File: config.mk
export PLATFORM = sky130hd
export DESIGN_NAME = csbu_top
export DESIGN_NICKNAME = d
export VERILOG_FILES = /design/src/hw/csbu_pkg.sv /design/src/hw/csbu_exec_if.sv /design/src/hw/csbu_eval.sv /design/src/hw/csbu_top.sv
export SDC_FILE = /design/constraint.sdc
export NUM_CORES = 1
export LEC_CHECK = 0
export BUFFER_PORTS_ARGS = -buffer_cell sky130_fd_sc_hd__buf_4
export CAP_MARGIN = 20
export CORE_ASPECT_RATIO = 1.2
export CORE_MARGIN = 4
export CORE_UTILIZATION = 55
export DETAILED_ROUTE_END_ITERATION = 12
export PLACE_DENSITY = 0.75
export SLEW_MARGIN = 20
export SYNTH_ARGS = -nofsm -noshare
export SYNTH_HDL_FRONTEND = slang
export SYNTH_SLANG_ARGS = --single-unit
File: constraint.sdc
create_clock -name pclk -period 3.7 [get_ports pclk]
set_input_delay 0.185 -clock pclk [delete_from_list [all_inputs] [get_ports pclk]]
set_output_delay 0.185 -clock pclk [all_outputs]
set_load 0.01 [all_outputs]
File: src/hw/csbu_pkg.sv
`default_nettype none
package csbu_pkg;

  // Register byte addresses
  localparam logic [7:0] ADDR_OPER = 8'h00;
  localparam logic [7:0] ADDR_OPND = 8'h04;
  localparam logic [7:0] ADDR_PC = 8'h08;
  localparam logic [7:0] ADDR_FLAGS = 8'h0C;
  localparam logic [7:0] ADDR_STAT = 8'h10;

  // Field positions
  localparam int OPER_OP_LSB = 0;
  localparam int OPER_SEL_LSB = 4;
  localparam int OPER_TWO_BIT = 7;
  localparam int OPND_RD_LSB = 0;
  localparam int OPND_RR_LSB = 8;
  localparam int OPND_IO_LSB = 16;
  localparam int OPND_K_LSB = 24;
  localparam int STAT_BUSY_BIT = 0;
  localparam int STAT_TAKEN_BIT = 1;

  // Flag register bit positions
  localparam int FLAG_C = 0;
  localparam int FLAG_Z = 1;
  localparam int FLAG_N = 2;
  localparam int FLAG_V = 3;
  localparam int FLAG_H = 5;

  // Values after reset
  localparam logic [15:0] PC_RST = 16'h0000;
  localparam logic [7:0] FLAGS_RST = 8'h00;
  localparam logic [7:0] OPER_RST = 8'h00;
  localparam logic [31:0] OPND_RST = 32'h0000_0000;

  // Execution cycle counts
  localparam logic [1:0] CYC_ONE = 2'h1;
  localparam logic [1:0] CYC_TWO = 2'h2;
  localparam logic [1:0] CYC_THREE = 2'h3;

  // Skip distances in words
  localparam logic [15:0] SKIP_ONE_WORD = 16'h0002;
  localparam logic [15:0] SKIP_TWO_WORD = 16'h0003;
  localparam logic [15:0] PC_STEP = 16'h0001;

  typedef enum logic [3:0] {
    OP_COMPARE,
    OP_COMPARE_WITH_CARRY_IN,
    OP_COMPARE_IMMEDIATE,
    OP_SKIP_REG_BIT_CLEAR,
    OP_SKIP_REG_BIT_SET,
    OP_SKIP_IO_BIT_CLEAR,
    OP_SKIP_IO_BIT_SET,
    OP_BRANCH_FLAG_SET,
    OP_BRANCH_FLAG_CLEAR,
    OP_BRANCH_ZERO_SET,
    OP_BRANCH_ZERO_CLEAR,
    OP_BRANCH_CARRY_SET,
    OP_BRANCH_CARRY_CLEAR,
    OP_BRANCH_UNSIGNED_GE,
    OP_BRANCH_UNSIGNED_LT,
    OP_BRANCH_NEGATIVE
  } csbu_op_e;

  typedef enum logic {
    ST_IDLE,
    ST_EXEC
  } csbu_state_e;

endpackage
`default_nettype wire

File: src/hw/csbu_exec_if.sv
`timescale 1ns/10ps
`default_nettype none
interface csbu_exec_if;
  csbu_pkg::csbu_op_e op;
  logic [2:0] sel;
  logic two_word;
  logic [7:0] rd;
  logic [7:0] rr;
  logic [7:0] io_val;
  logic [7:0] flags_in;
  logic [7:0] flags_out;
  logic taken;
  logic [1:0] cycles;
  modport ctrl (output op, sel, two_word, rd, rr, io_val, flags_in,
                input flags_out, taken, cycles);
  modport eval (input op, sel, two_word, rd, rr, io_val, flags_in,
                output flags_out, taken, cycles);
endinterface
`default_nettype wire

File: src/hw/csbu_eval.sv
`timescale 1ns/10ps
`default_nettype none
module csbu_eval
  import csbu_pkg::*;
(
  // Operation and operands in, decision out
  csbu_exec_if.eval ex
);

  logic is_cmp;
  logic cin;
  logic zero;
  logic half;
  logic carry;
  logic ovf;
  logic [7:0] diff;
  logic [7:0] upd;
  logic taken;

  ////////////////////////////////////////////////////////////////////////
  // Compare: difference discarded, only flags kept
  assign is_cmp = (ex.op == OP_COMPARE) ||
                  (ex.op == OP_COMPARE_WITH_CARRY_IN) ||
                  (ex.op == OP_COMPARE_IMMEDIATE);
  assign cin = (ex.op == OP_COMPARE_WITH_CARRY_IN) & ex.flags_in[FLAG_C];
  assign diff = ex.rd - ex.rr - {7'h00, cin};
  assign half = (~ex.rd[3] & ex.rr[3]) | (ex.rr[3] & diff[3]) |
                (diff[3] & ~ex.rd[3]);
  assign carry = (~ex.rd[7] & ex.rr[7]) | (ex.rr[7] & diff[7]) |
                 (diff[7] & ~ex.rd[7]);
  assign ovf = (ex.rd[7] & ~ex.rr[7] & ~diff[7]) |
               (~ex.rd[7] & ex.rr[7] & diff[7]);
  // With carry in, zero only stays set across a chained compare
  assign zero = (diff == 8'h00) &
                ((ex.op != OP_COMPARE_WITH_CARRY_IN) | ex.flags_in[FLAG_Z]);

  always_comb begin
    upd = ex.flags_in;
    upd[FLAG_H] = half;
    upd[FLAG_V] = ovf;
    upd[FLAG_N] = diff[7];
    upd[FLAG_Z] = zero;
    upd[FLAG_C] = carry;
  end

  // Skips and branches leave every flag alone
  assign ex.flags_out = is_cmp ? upd : ex.flags_in;

  ////////////////////////////////////////////////////////////////////////
  // Skip and branch conditions
  always_comb begin
    case (ex.op)
      OP_SKIP_REG_BIT_CLEAR: taken = ~ex.rr[ex.sel];
      OP_SKIP_REG_BIT_SET: taken = ex.rr[ex.sel];
      OP_SKIP_IO_BIT_CLEAR: taken = ~ex.io_val[ex.sel];
      OP_SKIP_IO_BIT_SET: taken = ex.io_val[ex.sel];
      OP_BRANCH_FLAG_SET: taken = ex.flags_in[ex.sel];
      OP_BRANCH_FLAG_CLEAR: taken = ~ex.flags_in[ex.sel];
      OP_BRANCH_ZERO_SET: taken = ex.flags_in[FLAG_Z];
      OP_BRANCH_ZERO_CLEAR: taken = ~ex.flags_in[FLAG_Z];
      OP_BRANCH_CARRY_SET: taken = ex.flags_in[FLAG_C];
      OP_BRANCH_CARRY_CLEAR: taken = ~ex.flags_in[FLAG_C];
      OP_BRANCH_UNSIGNED_GE: taken = ~ex.flags_in[FLAG_C];
      OP_BRANCH_UNSIGNED_LT: taken = ex.flags_in[FLAG_C];
      OP_BRANCH_NEGATIVE: taken = ex.flags_in[FLAG_N];
      default: taken = 1'b0;
    endcase
  end

  assign ex.taken = taken;

  // Cycle counts: skips 1/2/3, branches 1/2, compares 1
  assign ex.cycles = ~taken ? CYC_ONE :
                     (ex.op >= OP_BRANCH_FLAG_SET) ? CYC_TWO :
                     ex.two_word ? CYC_THREE : CYC_TWO;

endmodule
`default_nettype wire

File: src/hw/csbu_top.sv
`timescale 1ns/10ps
`default_nettype none
module csbu_top
  import csbu_pkg::*;
(
  // Clock and reset
  input wire logic pclk,
  input wire logic presetn,
  // APB slave
  input wire logic psel,
  input wire logic penable,
  input wire logic pwrite,
  input wire logic [7:0] paddr,
  input wire logic [31:0] pwdata,
  output logic [31:0] prdata,
  output logic pready,
  output logic pslverr
);

  csbu_exec_if ex ();

  csbu_state_e state;
  csbu_state_e next_state;
  logic [7:0] oper;
  logic [31:0] opnd;
  logic [15:0] pc;
  logic [7:0] flag_register;
  logic [1:0] elapsed;
  logic [1:0] next_elapsed;
  logic [1:0] last_cyc;
  logic taken_last;
  logic [15:0] next_pc;
  logic [7:0] next_flags;
  logic [31:0] rd_mux;
  logic setup;
  logic busy;
  logic hit;
  logic refuse;
  logic wr_en;
  logic start;
  logic commit;
  logic is_branch;
  logic [15:0] k_ext;

  ////////////////////////////////////////////////////////////////////////
  // Operation and operands to the evaluator
  assign ex.op = csbu_op_e'(oper[OPER_OP_LSB +: 4]);
  assign ex.sel = oper[OPER_SEL_LSB +: 3];
  assign ex.two_word = oper[OPER_TWO_BIT];
  assign ex.rd = opnd[OPND_RD_LSB +: 8];
  assign ex.rr = opnd[OPND_RR_LSB +: 8];
  assign ex.io_val = opnd[OPND_IO_LSB +: 8];
  assign ex.flags_in = flag_register;

  csbu_eval u_eval (
    .ex(ex.eval)
  );

  ////////////////////////////////////////////////////////////////////////
  // APB decode
  assign setup = psel & ~penable;
  assign busy = (state == ST_EXEC);
  assign hit = (paddr == ADDR_OPER) || (paddr == ADDR_OPND) ||
               (paddr == ADDR_PC) || (paddr == ADDR_FLAGS) ||
               (paddr == ADDR_STAT);
  assign refuse = ~hit | (pwrite & busy);
  assign wr_en = psel & penable & pready & pwrite & ~pslverr;
  assign start = wr_en & (paddr == ADDR_OPER);

  assign rd_mux = (paddr == ADDR_OPER) ? {24'h00_0000, oper} :
                  (paddr == ADDR_OPND) ? opnd :
                  (paddr == ADDR_PC) ? {16'h0000, pc} :
                  (paddr == ADDR_FLAGS) ? {24'h00_0000, flag_register} :
                  (paddr == ADDR_STAT) ?
                    {30'h0000_0000, taken_last, busy} : 32'h0000_0000;

  always_ff @(posedge pclk or negedge presetn) begin
    if (!presetn) begin
      pready <= 1'b0;
      pslverr <= 1'b0;
      prdata <= 32'h0000_0000;
    end else begin
      pready <= setup;
      pslverr <= setup & refuse;
      prdata <= (setup & ~pwrite & hit) ? rd_mux : 32'h0000_0000;
    end
  end

  ////////////////////////////////////////////////////////////////////////
  // Execution sequencing
  // Count is taken from the locked operation, never at the start edge
  assign last_cyc = ex.cycles - CYC_ONE;
  assign commit = busy & (elapsed == last_cyc);
  assign next_elapsed = (busy & ~commit) ? elapsed + 2'h1 : 2'h0;

  always_comb begin
    case (state)
      ST_IDLE: next_state = start ? ST_EXEC : ST_IDLE;
      ST_EXEC: next_state = commit ? ST_IDLE : ST_EXEC;
      default: next_state = ST_IDLE;
    endcase
  end

  assign is_branch = (ex.op >= OP_BRANCH_FLAG_SET);
  assign k_ext = {{9{opnd[OPND_K_LSB + 6]}}, opnd[OPND_K_LSB +: 7]};

  // Taken branch adds k+1, taken skip steps over one or two words
  assign next_pc = ~ex.taken ? pc + PC_STEP :
                   is_branch ? pc + k_ext + PC_STEP :
                   ex.two_word ? pc + SKIP_TWO_WORD :
                   pc + SKIP_ONE_WORD;
  assign next_flags = ex.flags_out;

  always_ff @(posedge pclk or negedge presetn) begin
    if (!presetn) begin
      state <= ST_IDLE;
      elapsed <= 2'h0;
    end else begin
      state <= next_state;
      elapsed <= next_elapsed;
    end
  end

  ////////////////////////////////////////////////////////////////////////
  // Software visible registers
  always_ff @(posedge pclk or negedge presetn) begin
    if (!presetn) begin
      oper <= OPER_RST;
      opnd <= OPND_RST;
    end else begin
      if (wr_en && paddr == ADDR_OPER) oper <= pwdata[7:0];
      if (wr_en && paddr == ADDR_OPND) opnd <= pwdata;
    end
  end

  always_ff @(posedge pclk or negedge presetn) begin
    if (!presetn) begin
      pc <= PC_RST;
      flag_register <= FLAGS_RST;
      taken_last <= 1'b0;
    end else if (commit) begin
      pc <= next_pc;
      flag_register <= next_flags;
      taken_last <= ex.taken;
    end else begin
      if (wr_en && paddr == ADDR_PC) pc <= pwdata[15:0];
      if (wr_en && paddr == ADDR_FLAGS) flag_register <= pwdata[7:0];
    end
  end

  ////////////////////////////////////////////////////////////////////////
  // Checks
  logic st_cmp;
  logic st_rskip;
  logic st_ioskip;
  assign st_cmp = start && (pwdata[3:0] <= 4'(OP_COMPARE_IMMEDIATE));
  assign st_rskip = start &&
                    (pwdata[3:0] == 4'(OP_SKIP_REG_BIT_CLEAR));
  assign st_ioskip = busy && (elapsed == 2'h0) && ex.taken &&
                     ex.two_word && (ex.op == OP_SKIP_IO_BIT_SET);

  chk_cmp_one_cycle: assert property (
    @(posedge pclk) disable iff (!presetn)
    st_cmp |=> commit ##1 !busy)
    else $error("compare did not finish in one cycle");

  chk_cmp_equal_zero: assert property (
    @(posedge pclk) disable iff (!presetn)
    commit && ex.op == OP_COMPARE && ex.rd == ex.rr
    |=> flag_register[FLAG_Z] && !flag_register[FLAG_C])
    else $error("equal compare did not set zero");

  chk_rskip_pc_step: assert property (
    @(posedge pclk) disable iff (!presetn)
    st_rskip ##1 (ex.taken && !ex.two_word)
    |-> ##2 pc == 16'($past(pc, 3) + SKIP_ONE_WORD))
    else $error("register skip moved pc wrongly");

  chk_ioskip_three: assert property (
    @(posedge pclk) disable iff (!presetn)
    st_ioskip |-> !commit ##1 !commit ##1 commit ##1
      (pc == 16'($past(pc, 3) + SKIP_TWO_WORD) &&
       flag_register == $past(flag_register, 3)))
    else $error("two word io skip wrong");

  chk_flag_set_taken: assert property (
    @(posedge pclk) disable iff (!presetn)
    busy && ex.op == OP_BRANCH_FLAG_SET && ex.taken && elapsed == 2'h0
    |-> !commit ##1 commit ##1 pc == 16'($past(pc, 2) + k_ext + PC_STEP))
    else $error("flag set branch target wrong");

  chk_flag_clr_hold: assert property (
    @(posedge pclk) disable iff (!presetn)
    commit && ex.op == OP_BRANCH_FLAG_CLEAR
    |=> flag_register == $past(flag_register))
    else $error("flag clear branch changed flags");

  chk_carry_clear_br: assert property (
    @(posedge pclk) disable iff (!presetn)
    commit && ex.op == OP_BRANCH_CARRY_CLEAR && flag_register[FLAG_C]
    |=> pc == 16'($past(pc) + PC_STEP))
    else $error("carry clear branch taken with carry");

  chk_unsigned_ge: assert property (
    @(posedge pclk) disable iff (!presetn)
    busy && ex.op == OP_BRANCH_UNSIGNED_GE && !flag_register[FLAG_C]
    && elapsed == 2'h0 |-> !commit ##1 commit)
    else $error("unsigned ge branch not two cycles");

  chk_not_taken_one: assert property (
    @(posedge pclk) disable iff (!presetn)
    start |=> (busy && is_branch && !ex.taken) |-> commit)
    else $error("untaken branch took more than one cycle");

  cov_compare: cover property (@(posedge pclk) disable iff (!presetn)
    commit && ex.op == OP_COMPARE_WITH_CARRY_IN);
  cov_io_skip: cover property (@(posedge pclk) disable iff (!presetn)
    commit && ex.op == OP_SKIP_IO_BIT_CLEAR && ex.taken);
  cov_branch: cover property (@(posedge pclk) disable iff (!presetn)
    commit && ex.op == OP_BRANCH_NEGATIVE && ex.taken);

endmodule
`default_nettype wire

Word level (Yosys, flattened, before mapping). Cells that the tools add are included. Widths: inputs -> output; s select.

Input bits: 45. Output and inout port bits: 34. Logic and storage cells: 136. Register bits: 102.

Add/sub/neg operators: 9. Muxes and demuxes: 28. Equality and inequality tests: 22. Bitwise gates (word level): 45. Reduce and logical (&&, ||, !) cells: 19. Order comparisons: 2.

Operator list (count): $mux 16 (6); $mux 32 (3); $add 16x1->16 const B (2); $add 16x2->16 const B (2); $eq 4x4->1 const B (8); $mux 8 (3); $and 1x1->1 (23); $add 16x16->16 (1); $eq 4x3->1 const B (4); $eq 8x4->1 const B (2); $logic_not 8->1 (2); $not 1->1 (15); $pmux 1 s11 (1); $bmux 1 s3 (3); $eq 4x2->1 const B (2); $eq 8x3->1 const B (1); $eq 8x5->1 const B (1); $mux 2 (4); $sub 8x1->8 (1); $sub 8x8->8 (1); $or 1x1->1 (7); $logic_or 1x1->1 (6); $mux 1 (6); $mux 6 (1); other kinds (14) (20).

Longest topological paths before layout. Gate-level depths: netlist (run 1).

Depth after elaboration: 11. Depth in mapped cells: 17. Mapped depth without buffers: 16.

Modules after synthesis. Synthesis (run 1) repeated with hierarchy kept, for this count alone.

Cell total of the unflattened synthesis: 739. Area, all modules: 6917.9 µm².

By module, submodules not included: csbu_top (cells an instance 607, seq. area each 2552.4 µm², instances 1, area each 5900.7 µm²); csbu_eval (cells an instance 132, seq. area each 0.0 µm², instances 1, area each 1017.2 µm²).

Worst setup path after synthesis (run 1). Ideal clock, no wire load.

Path type: register to register. Start: register oper[0]. End: register flag_register[3], in the netlist ex.flags_in[3]. Setup slack: 0.332 ns. Stages on the path, launching flop included: 16. Library setup time: 0.125 ns. Path buffers: 1. Arrival time: 3.243 ns. Clock period less this slack: 3.368 ns. Data required time: 3.575 ns. Cell sequence: dfrtp_1 > buf_1 > nand2_1 > nor3_1 > nand2_1 > fa_1 > ha_1 > nand2_1 > a21boi_0 > o21a_1 > o21a_1 > nor4_1 > a311oi_1 > mux2i_1 > o21ai_0 > mux2_4.

Cells in the longest elaborated chain, start to end: 9. Elaborated cells on any way between the ends: 38. Those cells by class: add/sub (2); order compare (1); eq/ne (17); mux (5); bitwise (6); reduce/logical (7).

RTL lines: start: declaration (line csbu_top.sv:24) `logic [7:0] oper;`; start signal: assignment (line csbu_top.sv:131) `if (wr_en && paddr == ADDR_OPER) oper <= pwdata[7:0];`; $eq 4x4->1 (line csbu_eval.sv:52) `case (ex.op)`; $reduce_or 2->1 (no line); $pmux 1 s11 (line csbu_eval.sv:52); $mux 2 (line csbu_eval.sv:73) `assign ex.cycles = ~taken ? CYC_ONE :`; $sub 2x1->2 (line csbu_top.sv:92) `assign last_cyc = ex.cycles - CYC_ONE;`; $eq 2x2->1 (line csbu_top.sv:93) `assign commit = busy & (elapsed == last_cyc);`; $and 1x1->1 (line csbu_top.sv:93); $ne 2x1->1 (no line) / $reduce_bool 2->1 (equally long branches); $reduce_and 2->1 (no line); end signal: assignment (line csbu_top.sv:143) `flag_register <= next_flags;`; end signal: assignment (line csbu_top.sv:147) `if (wr_en && paddr == ADDR_FLAGS) flag_register <= pwdata[7:0];`; end: declaration (line csbu_top.sv:27) `logic [7:0] flag_register;`.

Several ways; a longest one is shown, not always the timed one. The select of a mux whose other input is x is not followed. A chain may end at the register's enable or synchronous reset.

Worst setup path after layout (run 1).
Start: register oper[1]. End: register flag_register[0], in the netlist ex.flags_in[0].

Same word-level chain as after synthesis.

==> run summary, run 1 <==
outcome: completed
CP Launch Type: register
worst min path class: in -> reg
grt total ovfl: 0
reg2reg path depth: 16
endpoints failing setup: 0
via count: 5648
die area: 0.0139 mm2
clock tree buffer depth: 2
DRC viols: 0
Final Skew: 0.00897 ns
crit path kind: reg -> reg
All-Layer GR Usage: 25.8%
Seq cells post-synth: 102
Max VDD drop: 0.210 mV
Reg-to-Reg End: ex.flags_in[0]$_DFFE_PN0P_
Rows: 43
WHS Endpoint: opnd[15]$_DFFE_PN0P_
largest net degree at the start of global routing: 70
placer congestion estimate: 0.884
routed vias/inst: 6.07
PD cells: 302 mW/mm2
Worst R2R Setup Slack: 0.15 ns
Worst Tran Pin Value: 0.907 ns
Yosys top cell by area: dfrtp_1
Final ANT Viol Nets: 0
drt wl/cell: 18.8 um
Slew headroom: 39.4%
Post-synth ARST share: 100%
crit path max fanout: 9
Max Clk Rate: 282 MHz
Clock Sinks: 102
Max stage delay on crit path: 0.49 ns
Max-Cap Viols: 0
Synthesized Nets: 787
Hold Fails Final Rpt: 0
vias in the first global route: 5588
CTS root buffer: clkbuf_16
Clock Latency Late Sink: 0.35 ns
Boundary Pins: 79
setup_tns: 0 ns
first-pass GRT wire length: 28400 um
static leakage: 0.00360 uW
final wirelength: 17500 um
Tcrit/Tclk final: 96.0%
layout cells sized above 1: 22.3%
Starting Density: 57.0%
EDFF count, synth: 0
Synth Warn #: 0
post-layout min period: 3.55 ns
Core Area: 0.0117 mm2
Worst path slowest cell: dfrtp_1
RSZ-0062 raised after global routing: yes
Final Max Slew Viols: 0
Synth cell types: 65
sequential element share of the synthesized area: 38.4%
clk slew on worst S/H paths: 0.08 ns
initial drt markers: 454
reg-to-reg startpoint: oper[1]$_DFFE_PN0P_
antenna cell count: 0
initial antenna violation count: 0
H-tree depth: 3
TritonCTS clock tree: built
HPWL Detailed: 13300 um
Die Ht: 129 um
Worst Setup Slack, final: 0.149 ns
PortBufs: 78
pre-CTS WS: 0.194 ns
WP data required: 3.93 ns
Main synth FF type: dfrtp_1
Mapped Cells: 706
Nets: 849
CTS Buf Count: 9
drt pass-1 iters: 5
Synth area leaders: dfrtp_1 (38%), mux2_2 (6.9%), ha_1 (6.2%), mux2i_1 (3.6%), a21oi_1 (3.2%)
top cell type's share of synthesized area: 38.4%
syn_area_per_cell: 9.43 um2
worst hold path cell count: 3
die width: 108 um
Syn-to-layout area delta: 15.4%
Mapped Area: 0.00666 mm2
critical-path cell list: inv_1 -> nand2_1 -> nor3_1 -> nand2_1 -> fa_1 -> ha_1 -> nor2b_1 -> a21boi_1 -> o21a_1 -> o21a_1 -> nor4_2 -> a311oi_2 -> buf_4 -> a211oi_1 -> a21oi_1 -> mux2_4
Worst Hold Launch: pwdata[15]
crit path DAT: 3.78 ns
Critical Path End Type: register
## synthesized netlist by cell type (3+ instances only)
| master | n |
|---|---|
| dfrtp_1 | 102 |
| nand2_1 | 52 |
| nor2_1 | 52 |
| a21oi_1 | 42 |
| o21ai_0 | 42 |
| mux2_2 | 41 |
| ha_1 | 33 |
| inv_1 | 33 |
| clkbuf_1 | 31 |
| nor3_1 | 27 |
| mux2i_1 | 24 |
| and2_1 | 21 |
| xnor2_1 | 16 |
| nand3_1 | 13 |
| xor2_1 | 13 |
| a22oi_1 | 12 |
| nand2b_1 | 12 |
| a211oi_1 | 11 |
| a21o_1 | 11 |
| a221oi_1 | 10 |
| nand4_1 | 7 |
| and3_1 | 6 |
| mux2_4 | 6 |
| nor2b_1 | 6 |
| buf_2 | 5 |
| a31oi_1 | 4 |
| buf_6 | 4 |
| o21a_1 | 4 |
| o22ai_1 | 4 |
| or3_1 | 4 |
| a22o_1 | 3 |
| a2bb2oi_1 | 3 |
| a31o_2 | 3 |
| buf_1 | 3 |
| fa_1 | 3 |
| nor3b_1 | 3 |
| nor4_1 | 3 |
| o21bai_1 | 3 |
| or2_2 | 3 |
## state kept, by name, summed over array words and instances, names as in the netlist
signal       flops
opnd            32
prdata          32
pc              16
ex.flags_in      8
oper             8
elapsed          2
busy             1
pready           1
pslverr          1
taken_last       1
## cell type report
cell class,count,area [um2]
clock buffer,10,239
clock inverter,6,63.8
fill,966,4000
inverter,33,124
multi-input combinational,528,3790
sequential,102,2550
tap,157,196
timing repair buffer,94,708
## cells by family after synthesis
group | Yosys count | synth area share [%]
AND/OR/NAND/NOR | 218 | 16.3
AO/OA/AOI/OAI | 172 | 17.0
flip-flops | 102 | 38.4
buffers and inverters | 76 | 4.83
multiplexers | 73 | 12.6
adder cells (fa/ha/maj) | 36 | 7.11
XOR/XNOR | 29 | 3.82
## where the power goes
| group | internal [uW] | leakage [uW] | switching, uW |
|---|---|---|---|
| Sequential | 1130 | 0.00130 | 27.2 |
| Clock | 495 | 0.000146 | 454 |
| Combinational | 98.2 | 0.00216 | 116 |
| Total | 1720 | 0.00360 | 598 |
## what timing repair did
action,CTS,global route
hold buffers,1,0
hold endpoints to repair,68,0
buffers inserted,0,0
endpoints found under the setup margin,0,4
gates resized for setup,0,3
## stage by stage
| step | cells | instance area, um2 | total power (uW) | hold WS [ns] | util (%) |
|---|---|---|---|---|---|
| 6_report | 930 | 7680 | 2320 | 0.0536 | 65.8 |
| 5_1_grt | 930 | 7680 | 2410 | 0.0518 | 65.8 |
| 4_1_cts | 930 | 7660 | 2330 | 0.0477 | 65.7 |
| 3_5_place_dp | 913 | 7350 | 1390 | 0.345 | 63.0 |
| 3_3_place_gp | 913 | 7350 | 1380 | 0.335 | 63.0 |
| 2_1_floorplan | 706 | 6660 | 1280 | -0.111 | - |
## worst max path at each step
stage                                   start                         end  slack (ns)  depth (start not counted)
final                     oper[1]$_DFFE_PN0P_  ex.flags_in[0]$_DFFE_PN0P_        0.15                         16
after global routing      oper[1]$_DFFE_PN0P_  ex.flags_in[0]$_DFFE_PN0P_       -0.10                         16
after CTS                 oper[1]$_DFFE_PN0P_  ex.flags_in[3]$_DFFE_PN0P_        0.16                         15
after detailed placement  oper[1]$_DFFE_PN0P_  ex.flags_in[3]$_DFFE_PN0P_        0.19                         15
after global placement    oper[1]$_DFFE_PN0P_  ex.flags_in[3]$_DFFE_PN0P_        0.32                         15
after floorplan           oper[0]$_DFFE_PN0P_  ex.flags_in[3]$_DFFE_PN0P_        0.33                         15
## critical path: cells and delay by family (launching register included)
family          cells  cell delay (ns)
compound gates      6             0.94
simple gates        5             0.76
flops               1             0.49
mux                 1             0.26
fa+ha+maj           2             0.60
buf+inv             2             0.35
## placed cells by master (no fill, tap or decap), types with 4 or more instances in the layout
cell	Yosys	final
dfrtp_1	102	102
buf_4	0	93
nand2_1	52	52
nor2_1	52	52
o21ai_0	42	42
a21oi_1	42	42
mux2_2	41	41
inv_1	33	33
ha_1	33	33
nor3_1	27	27
mux2i_1	24	24
and2_1	21	21
xnor2_1	16	16
nand3_1	13	13
xor2_1	13	13
nand2b_1	12	12
a22oi_1	12	12
a21o_1	11	11
a211oi_1	11	11
a221oi_1	10	10
clkbuf_16	0	9
nand4_1	7	7
and3_1	6	6
nor2b_1	6	6
mux2_4	6	6
a31oi_1	4	4
or3_1	4	4
o22ai_1	4	4
o21a_1	4	4
## per-layer routing
metal  wire length [um]  part of all wire [%]  GRT usage [%]
met5                  0                     0              0
met4                408                   2.3           8.47
met3                886                   5.1           4.06
met2               9030                    52           44.5
met1               7180                    41           33.2
Note: power is estimated with default switching activity, not from simulation.
==> run 2, diff against run 1 <==
--- a/config.mk
+++ b/config.mk
@@ -11,7 +11,7 @@
 export CORE_MARGIN = 4
 export CORE_UTILIZATION = 55
 export DETAILED_ROUTE_END_ITERATION = 12
-export PLACE_DENSITY = 0.75
+export PLACE_DENSITY = 0.78
 export SLEW_MARGIN = 20
 export SYNTH_ARGS = -nofsm -noshare
 export SYNTH_HDL_FRONTEND = slang
==> run 2 against run 1 <==
Against the previous run:
- clock-buffer cell count shrank 1
- clock skew grew 0.0014 ns
- clock power decreased by 2%
- first-iteration DRC count is 31% lower
- critical endpoint unchanged
- largest cell class unchanged
==> run summary, run 2 (same netlist as run 1, synthesis figures left out) <==
outcome: completed
final design utilization: 65.8%
DRC viols: 0
Final ANT Viol Nets: 0
Die Ht: 129 um
fillers: 983
PortBufs: 78
HPWL Detailed: 13500 um
die area: 0.0139 mm2
Met1 Routed Length: 7360 um
crit path DAT: 3.71 ns
reg2reg path depth: 16
grt total ovfl: 0
Worst Tran Pin Value: 0.886 ns
commonest non-fill, non-tap cell in the layout: dfrtp_1
worst min path class: in -> reg
Core Area: 0.0117 mm2
post-layout min period: 3.48 ns
drt pass-1 iters: 5
largest net degree at the start of global routing: 69
routed vias/inst: 6.02
initial drt markers: 313
crit path kind: reg -> reg
Max-Cap Viols: 0
Slew headroom: 40.9%
antenna cell count: 0
CTS root buffer: clkbuf_16
RSZ-0062 raised after global routing: no
WP data required: 3.94 ns
post-CTS setup buffers: 0
first-pass GRT wire length: 29200 um
via count: 5609
Worst R2R Setup Slack: 0.22 ns
initial antenna violation count: 0
H-tree depth: 3
TritonCTS clock tree: built
Reg-to-Reg End: ex.flags_in[0]$_DFFE_PN0P_
crit path from: oper[1]$_DFFE_PN0P_
WL met3: 871 um
All-Layer GR Usage: 26.6%
met2 routed WL: 9130 um
Clock Latency Late Sink: 0.36 ns
Final Skew: 0.0104 ns
Syn-to-layout area delta: 15.4%
Reg area: 0.00255 mm2
Critical Path End Type: register
placer congestion estimate: 0.899
crit path max fanout: 9
Nets: 852
most frequent cells in the layout: dfrtp_1 (102), buf_4 (96), nand2_1 (52), nor2_1 (52)
Final Max Slew Viols: 0
vias in the first global route: 5844
Max Clk Rate: 287 MHz
area of the multi-input gates: 0.00380 mm2
layout cells sized above 1: 22.6%
Starting Density: 57.0%
PD cells: 300 mW/mm2
Tcrit/Tclk final: 94.0%
Rows: 43
endpoints failing setup: 0
Top Layer Used: met4
CTS Buf Count: 9
CP endpoint: ex.flags_in[0]$_DFFE_PN0P_
Hold Slack: 0.0387 ns
Boundary Pins: 79
die width: 108 um
Hold Fails Final Rpt: 0
clock tree buffer depth: 2
setup_tns: 0 ns
Clock Sinks: 102
Largest regs: opnd (32), prdata (32), pc (16)
Max VDD drop: 0.216 mV
clk slew on worst S/H paths: 0.08 ns
reg-to-reg startpoint: oper[1]$_DFFE_PN0P_
CP Launch Type: register
drt wl/cell: 19.2 um
static leakage: 0.00361 uW
final wirelength: 17900 um
-- run 2: cell count changes in the layout (fill, tap and decap cells not counted) --
cell | before | now
a21boi_1 | 1 | 0
a21boi_2 | 0 | 1
buf_4 | 93 | 96
clkbuf_8 | 1 | 0
clkinv_2 | 0 | 1
clkinv_4 | 0 | 1
clkinv_8 | 1 | 0
clkinvlp_4 | 1 | 0
-- run 2: routing by layer --
layer	global-route usage, %	up-vias
li1	-	2653
met1	33.1	2754
met2	46.1	165
met3	4.37	37
met4	10.4	0
met5	0	-
-- run 2: report_power, final --
group	internal (uW)	switching [uW]	leakage, uW
combinational	99.0	115	0.00217
sequential	1130	27.1	0.00130
clock	468	462	0.000140
total	1700	604	0.00361
-- run 2: critical path, cell delays in order (launching register included) --
cell      delay (ns)
dfrtp_1         0.49
inv_1           0.17
nand2_1         0.12
nor3_1          0.17
nand2_1         0.09
fa_1            0.42
ha_1            0.32
nand2_1         0.12
a21boi_2        0.09
o21a_1          0.19
o21a_1          0.20
nor4_2          0.18
a311oi_2        0.10
buf_4           0.18
a211oi_1        0.21
a21oi_1         0.07
mux2_4          0.26
-- run 2: worst min-delay path by stage --
stage | from | to | depth (start not counted)
6_report | pwdata[24] | opnd[24]$_DFFE_PN0P_ | 3
5_1_grt | pwdata[24] | opnd[24]$_DFFE_PN0P_ | 3
4_1_cts | pwdata[24] | opnd[24]$_DFFE_PN0P_ | 3
3_5_place_dp | presetn | opnd[25]$_DFFE_PN0P_ | 1
3_3_place_gp | presetn | prdata[29]$_DFF_PN0_ | 1
2_1_floorplan | presetn | busy$_DFF_PN0_ | 0
-- run 2: layout make-up --
class / instances / share of cell area, %
multi-input cells: 528 / 49.4
flip-flops and latches: 102 / 33.2
clock inverters: 6 / 0.701
inverters: 33 / 1.61
repair buffers: 97 / 9.51
well taps: 157 / 2.56
clock buffers: 9 / 2.93
-- run 2: per-stage QoR --
stage	worst slack, ns	instances	total power, uW	instance area, um2
final	0.221	932	2300	7680
after global routing	0.0471	932	2380	7680
after CTS	0.0565	932	2300	7660
after detailed placement	0.0983	916	1390	7370
after global placement	0.272	916	1380	7370
after floorplan	0.332	706	1280	6660
-- run 2: repair_timing --
action | CTS | global route
hold endpoints to repair | 66 | 0
gates resized for setup | 0 | 4
setup endpoints to repair | 0 | 4
hold buffers | 1 | 0
==> run 3, diff against run 2 <==
--- a/config.mk
+++ b/config.mk
@@ -11,7 +11,7 @@
 export CORE_MARGIN = 4
 export CORE_UTILIZATION = 55
 export DETAILED_ROUTE_END_ITERATION = 12
-export PLACE_DENSITY = 0.78
+export PLACE_DENSITY = 0.86
 export SLEW_MARGIN = 20
 export SYNTH_ARGS = -nofsm -noshare
 export SYNTH_HDL_FRONTEND = slang
==> run 3 against run 2 <==
Against the previous run:
- setup slack better by 0.036 ns
- clock-buffer cell count stayed put
- sequential share of layout area is 0.15 points higher
- the run now ends with negative hold slack left
- core utilization is 0.30 points lower
==> run summary, run 3 (same netlist as run 1, synthesis figures left out) <==
initial antenna violation count: 0
crit path DAT: 3.68 ns
WP data required: 3.93 ns
PD cells: 300 mW/mm2
final wirelength: 17600 um
post-CTS resize count: 0
Core Area: 0.0117 mm2
Worst path slowest cell: dfrtp_1
CTS Buf Count: 9
Max VDD drop: 0.202 mV
static leakage: 0.00359 uW
CTS root buffer: clkbuf_16
setup_tns: 0 ns
grt total ovfl: 0
Final ANT Viol Nets: 0
die width: 108 um
Hold Fails Final Rpt: 19
CP bufs+invs: 2
CP Launch Type: register
drt pass-1 iters: 7
CP delay by family, top: compound AO/OA/AOI/OAI gates
routed vias/inst: 6.13
Tcrit/Tclk final: 93.1%
Final Max Slew Viols: 0
clk slew on worst S/H paths: 0.08 ns
Sw Share: 26.0%
H-tree depth: 3
pre-CTS WS: 0.173 ns
Final Skew: 0.0127 ns
outcome: complete, but fails checks
Max stage delay on crit path: 0.48 ns
Worst Setup Slack, final: 0.257 ns
antenna cell count: 0
Worst Tran Pin Value: 0.976 ns
commonest non-fill, non-tap cell in the layout: dfrtp_1
Slew headroom: 34.9%
met2 routed WL: 9190 um
first-pass GRT wire length: 28600 um
Nets: 848
HPWL Detailed: 13300 um
Starting Density: 57.0%
Top Layer Used: met4
post-layout min period: 3.44 ns
via count: 5685
endpoints failing setup: 0
critical-path cell list: inv_1 -> nand2_1 -> nor3_1 -> nand2_1 -> fa_1 -> ha_1 -> nor2b_1 -> a21boi_2 -> o21a_1 -> o21a_1 -> nor4_2 -> a311oi_2 -> buf_4 -> a211oi_1 -> a21oi_1 -> mux2_4
internal power: 1690 uW
largest net degree at the start of global routing: 76
Boundary Pins: 79
Max-Cap Viols: 0
RSZ-0062 raised after global routing: no
Rows: 43
clock tree buffer depth: 2
Switch Pwr: 595 uW
sequential power share: 50.6%
layout cells sized above 1: 22.3%
WL met3: 960 um
All-Layer GR Usage: 25.9%
Clock Latency Late Sink: 0.35 ns
crit path max fanout: 9
worst min path class: in -> async
Comb pwr share: 9.3%
Met1 Routed Length: 6900 um
Max Clk Rate: 290 MHz
Die Ht: 129 um
TritonCTS clock tree: built
initial drt markers: 392
PortBufs: 78
Hold Slack: -0.0311 ns
Largest regs: opnd (32), prdata (32), pc (16)
DRC viols: 0
Clk pwr share: 40.1%
Clock Sinks: 102
vias in the first global route: 5560
Syn-to-layout area delta: 14.9%
drt wl/cell: 18.9 um
die area: 0.0139 mm2
Critical Path End Type: register
failing checks: negative hold slack
crit path kind: reg -> reg
most frequent cells in the layout: dfrtp_1 (102), buf_4 (93), nand2_1 (52), nor2_1 (52)
placer congestion estimate: 0.945
post-CTS setup buffers: 0
cts hold-fix bufs: 0
[run 3: changes by cell type in the layout (fill, tap and decap cells not counted), sizes merged]
cell,change
buf,-3
clkinv,-1
dlygate4sd3,-1
inv,+1
[run 3: power groups by stage]
stage	Combinational, uW	Sequential, uW	Clock (uW)
3_3_place_gp	203	1180	0
4_1_cts	212	1160	921
2_1_floorplan	114	1170	0
3_5_place_dp	211	1180	0
6_report	213	1160	919
5_1_grt	235	1160	966
[run 3: path summary, 6_finish.rpt]
check	to	slack, ns	cells past startpoint	from
worst max-delay path	ex.flags_in[0]$_DFFE_PN0P_	0.26	16	oper[1]$_DFFE_PN0P_
worst min-delay path	prdata[28]$_DFF_PN0_	-0.03	1	presetn
worst max register to register	ex.flags_in[0]$_DFFE_PN0P_	0.26	16	oper[1]$_DFFE_PN0P_
worst min register to register	prdata[24]$_DFF_PN0_	0.50	1	opnd[24]$_DFFE_PN0P_
max in group asynchronous	oper[2]$_DFFE_PN0P_	2.79	2	presetn
min in group pclk	opnd[24]$_DFFE_PN0P_	0.05	3	pwdata[24]
[run 3: layer usage]
| layer | vias to the layer above | GRT usage, % |
|---|---|---|
| met2 | 232 | 45.9 |
| met4 | 0 | 9.66 |
| met3 | 39 | 3.26 |
| li1 | 2649 | - |
| met5 | - | 0 |
| met1 | 2765 | 32.2 |
[run 3: final cells by class]
type                            instances  area, um2
Clock buffer                            9        225
Clock inverter                          6       51.3
Fill cell                             900       4030
Inverter                               33        124
Multi-Input combinational cell        528       3800
Sequential cell                       102       2550
Tap cell                              157        196
Timing Repair Buffer                   93        698
[run 3: metrics by stage]
step / std cells / area (um2) / total power, uW / utilization, %
after floorplan: 706 / 6660 / 1280 / -
after global placement: 913 / 7350 / 1380 / 63.0
after detailed placement: 913 / 7350 / 1390 / 63.0
after CTS: 928 / 7630 / 2290 / 65.3
after global routing: 928 / 7640 / 2360 / 65.5
final: 928 / 7640 / 2290 / 65.5
[run 3: worst register-to-register path, stage by stage, from the launching register on]
cell and delay (ns):
dfrtp_1 0.48, inv_1 0.17, nand2_1 0.11, nor3_1 0.16, nand2_1 0.11, fa_1 0.41
ha_1 0.20, nor2b_1 0.21, a21boi_2 0.10, o21a_1 0.18, o21a_1 0.20, nor4_2 0.17
a311oi_2 0.10, buf_4 0.18, a211oi_1 0.19, a21oi_1 0.07, mux2_4 0.27
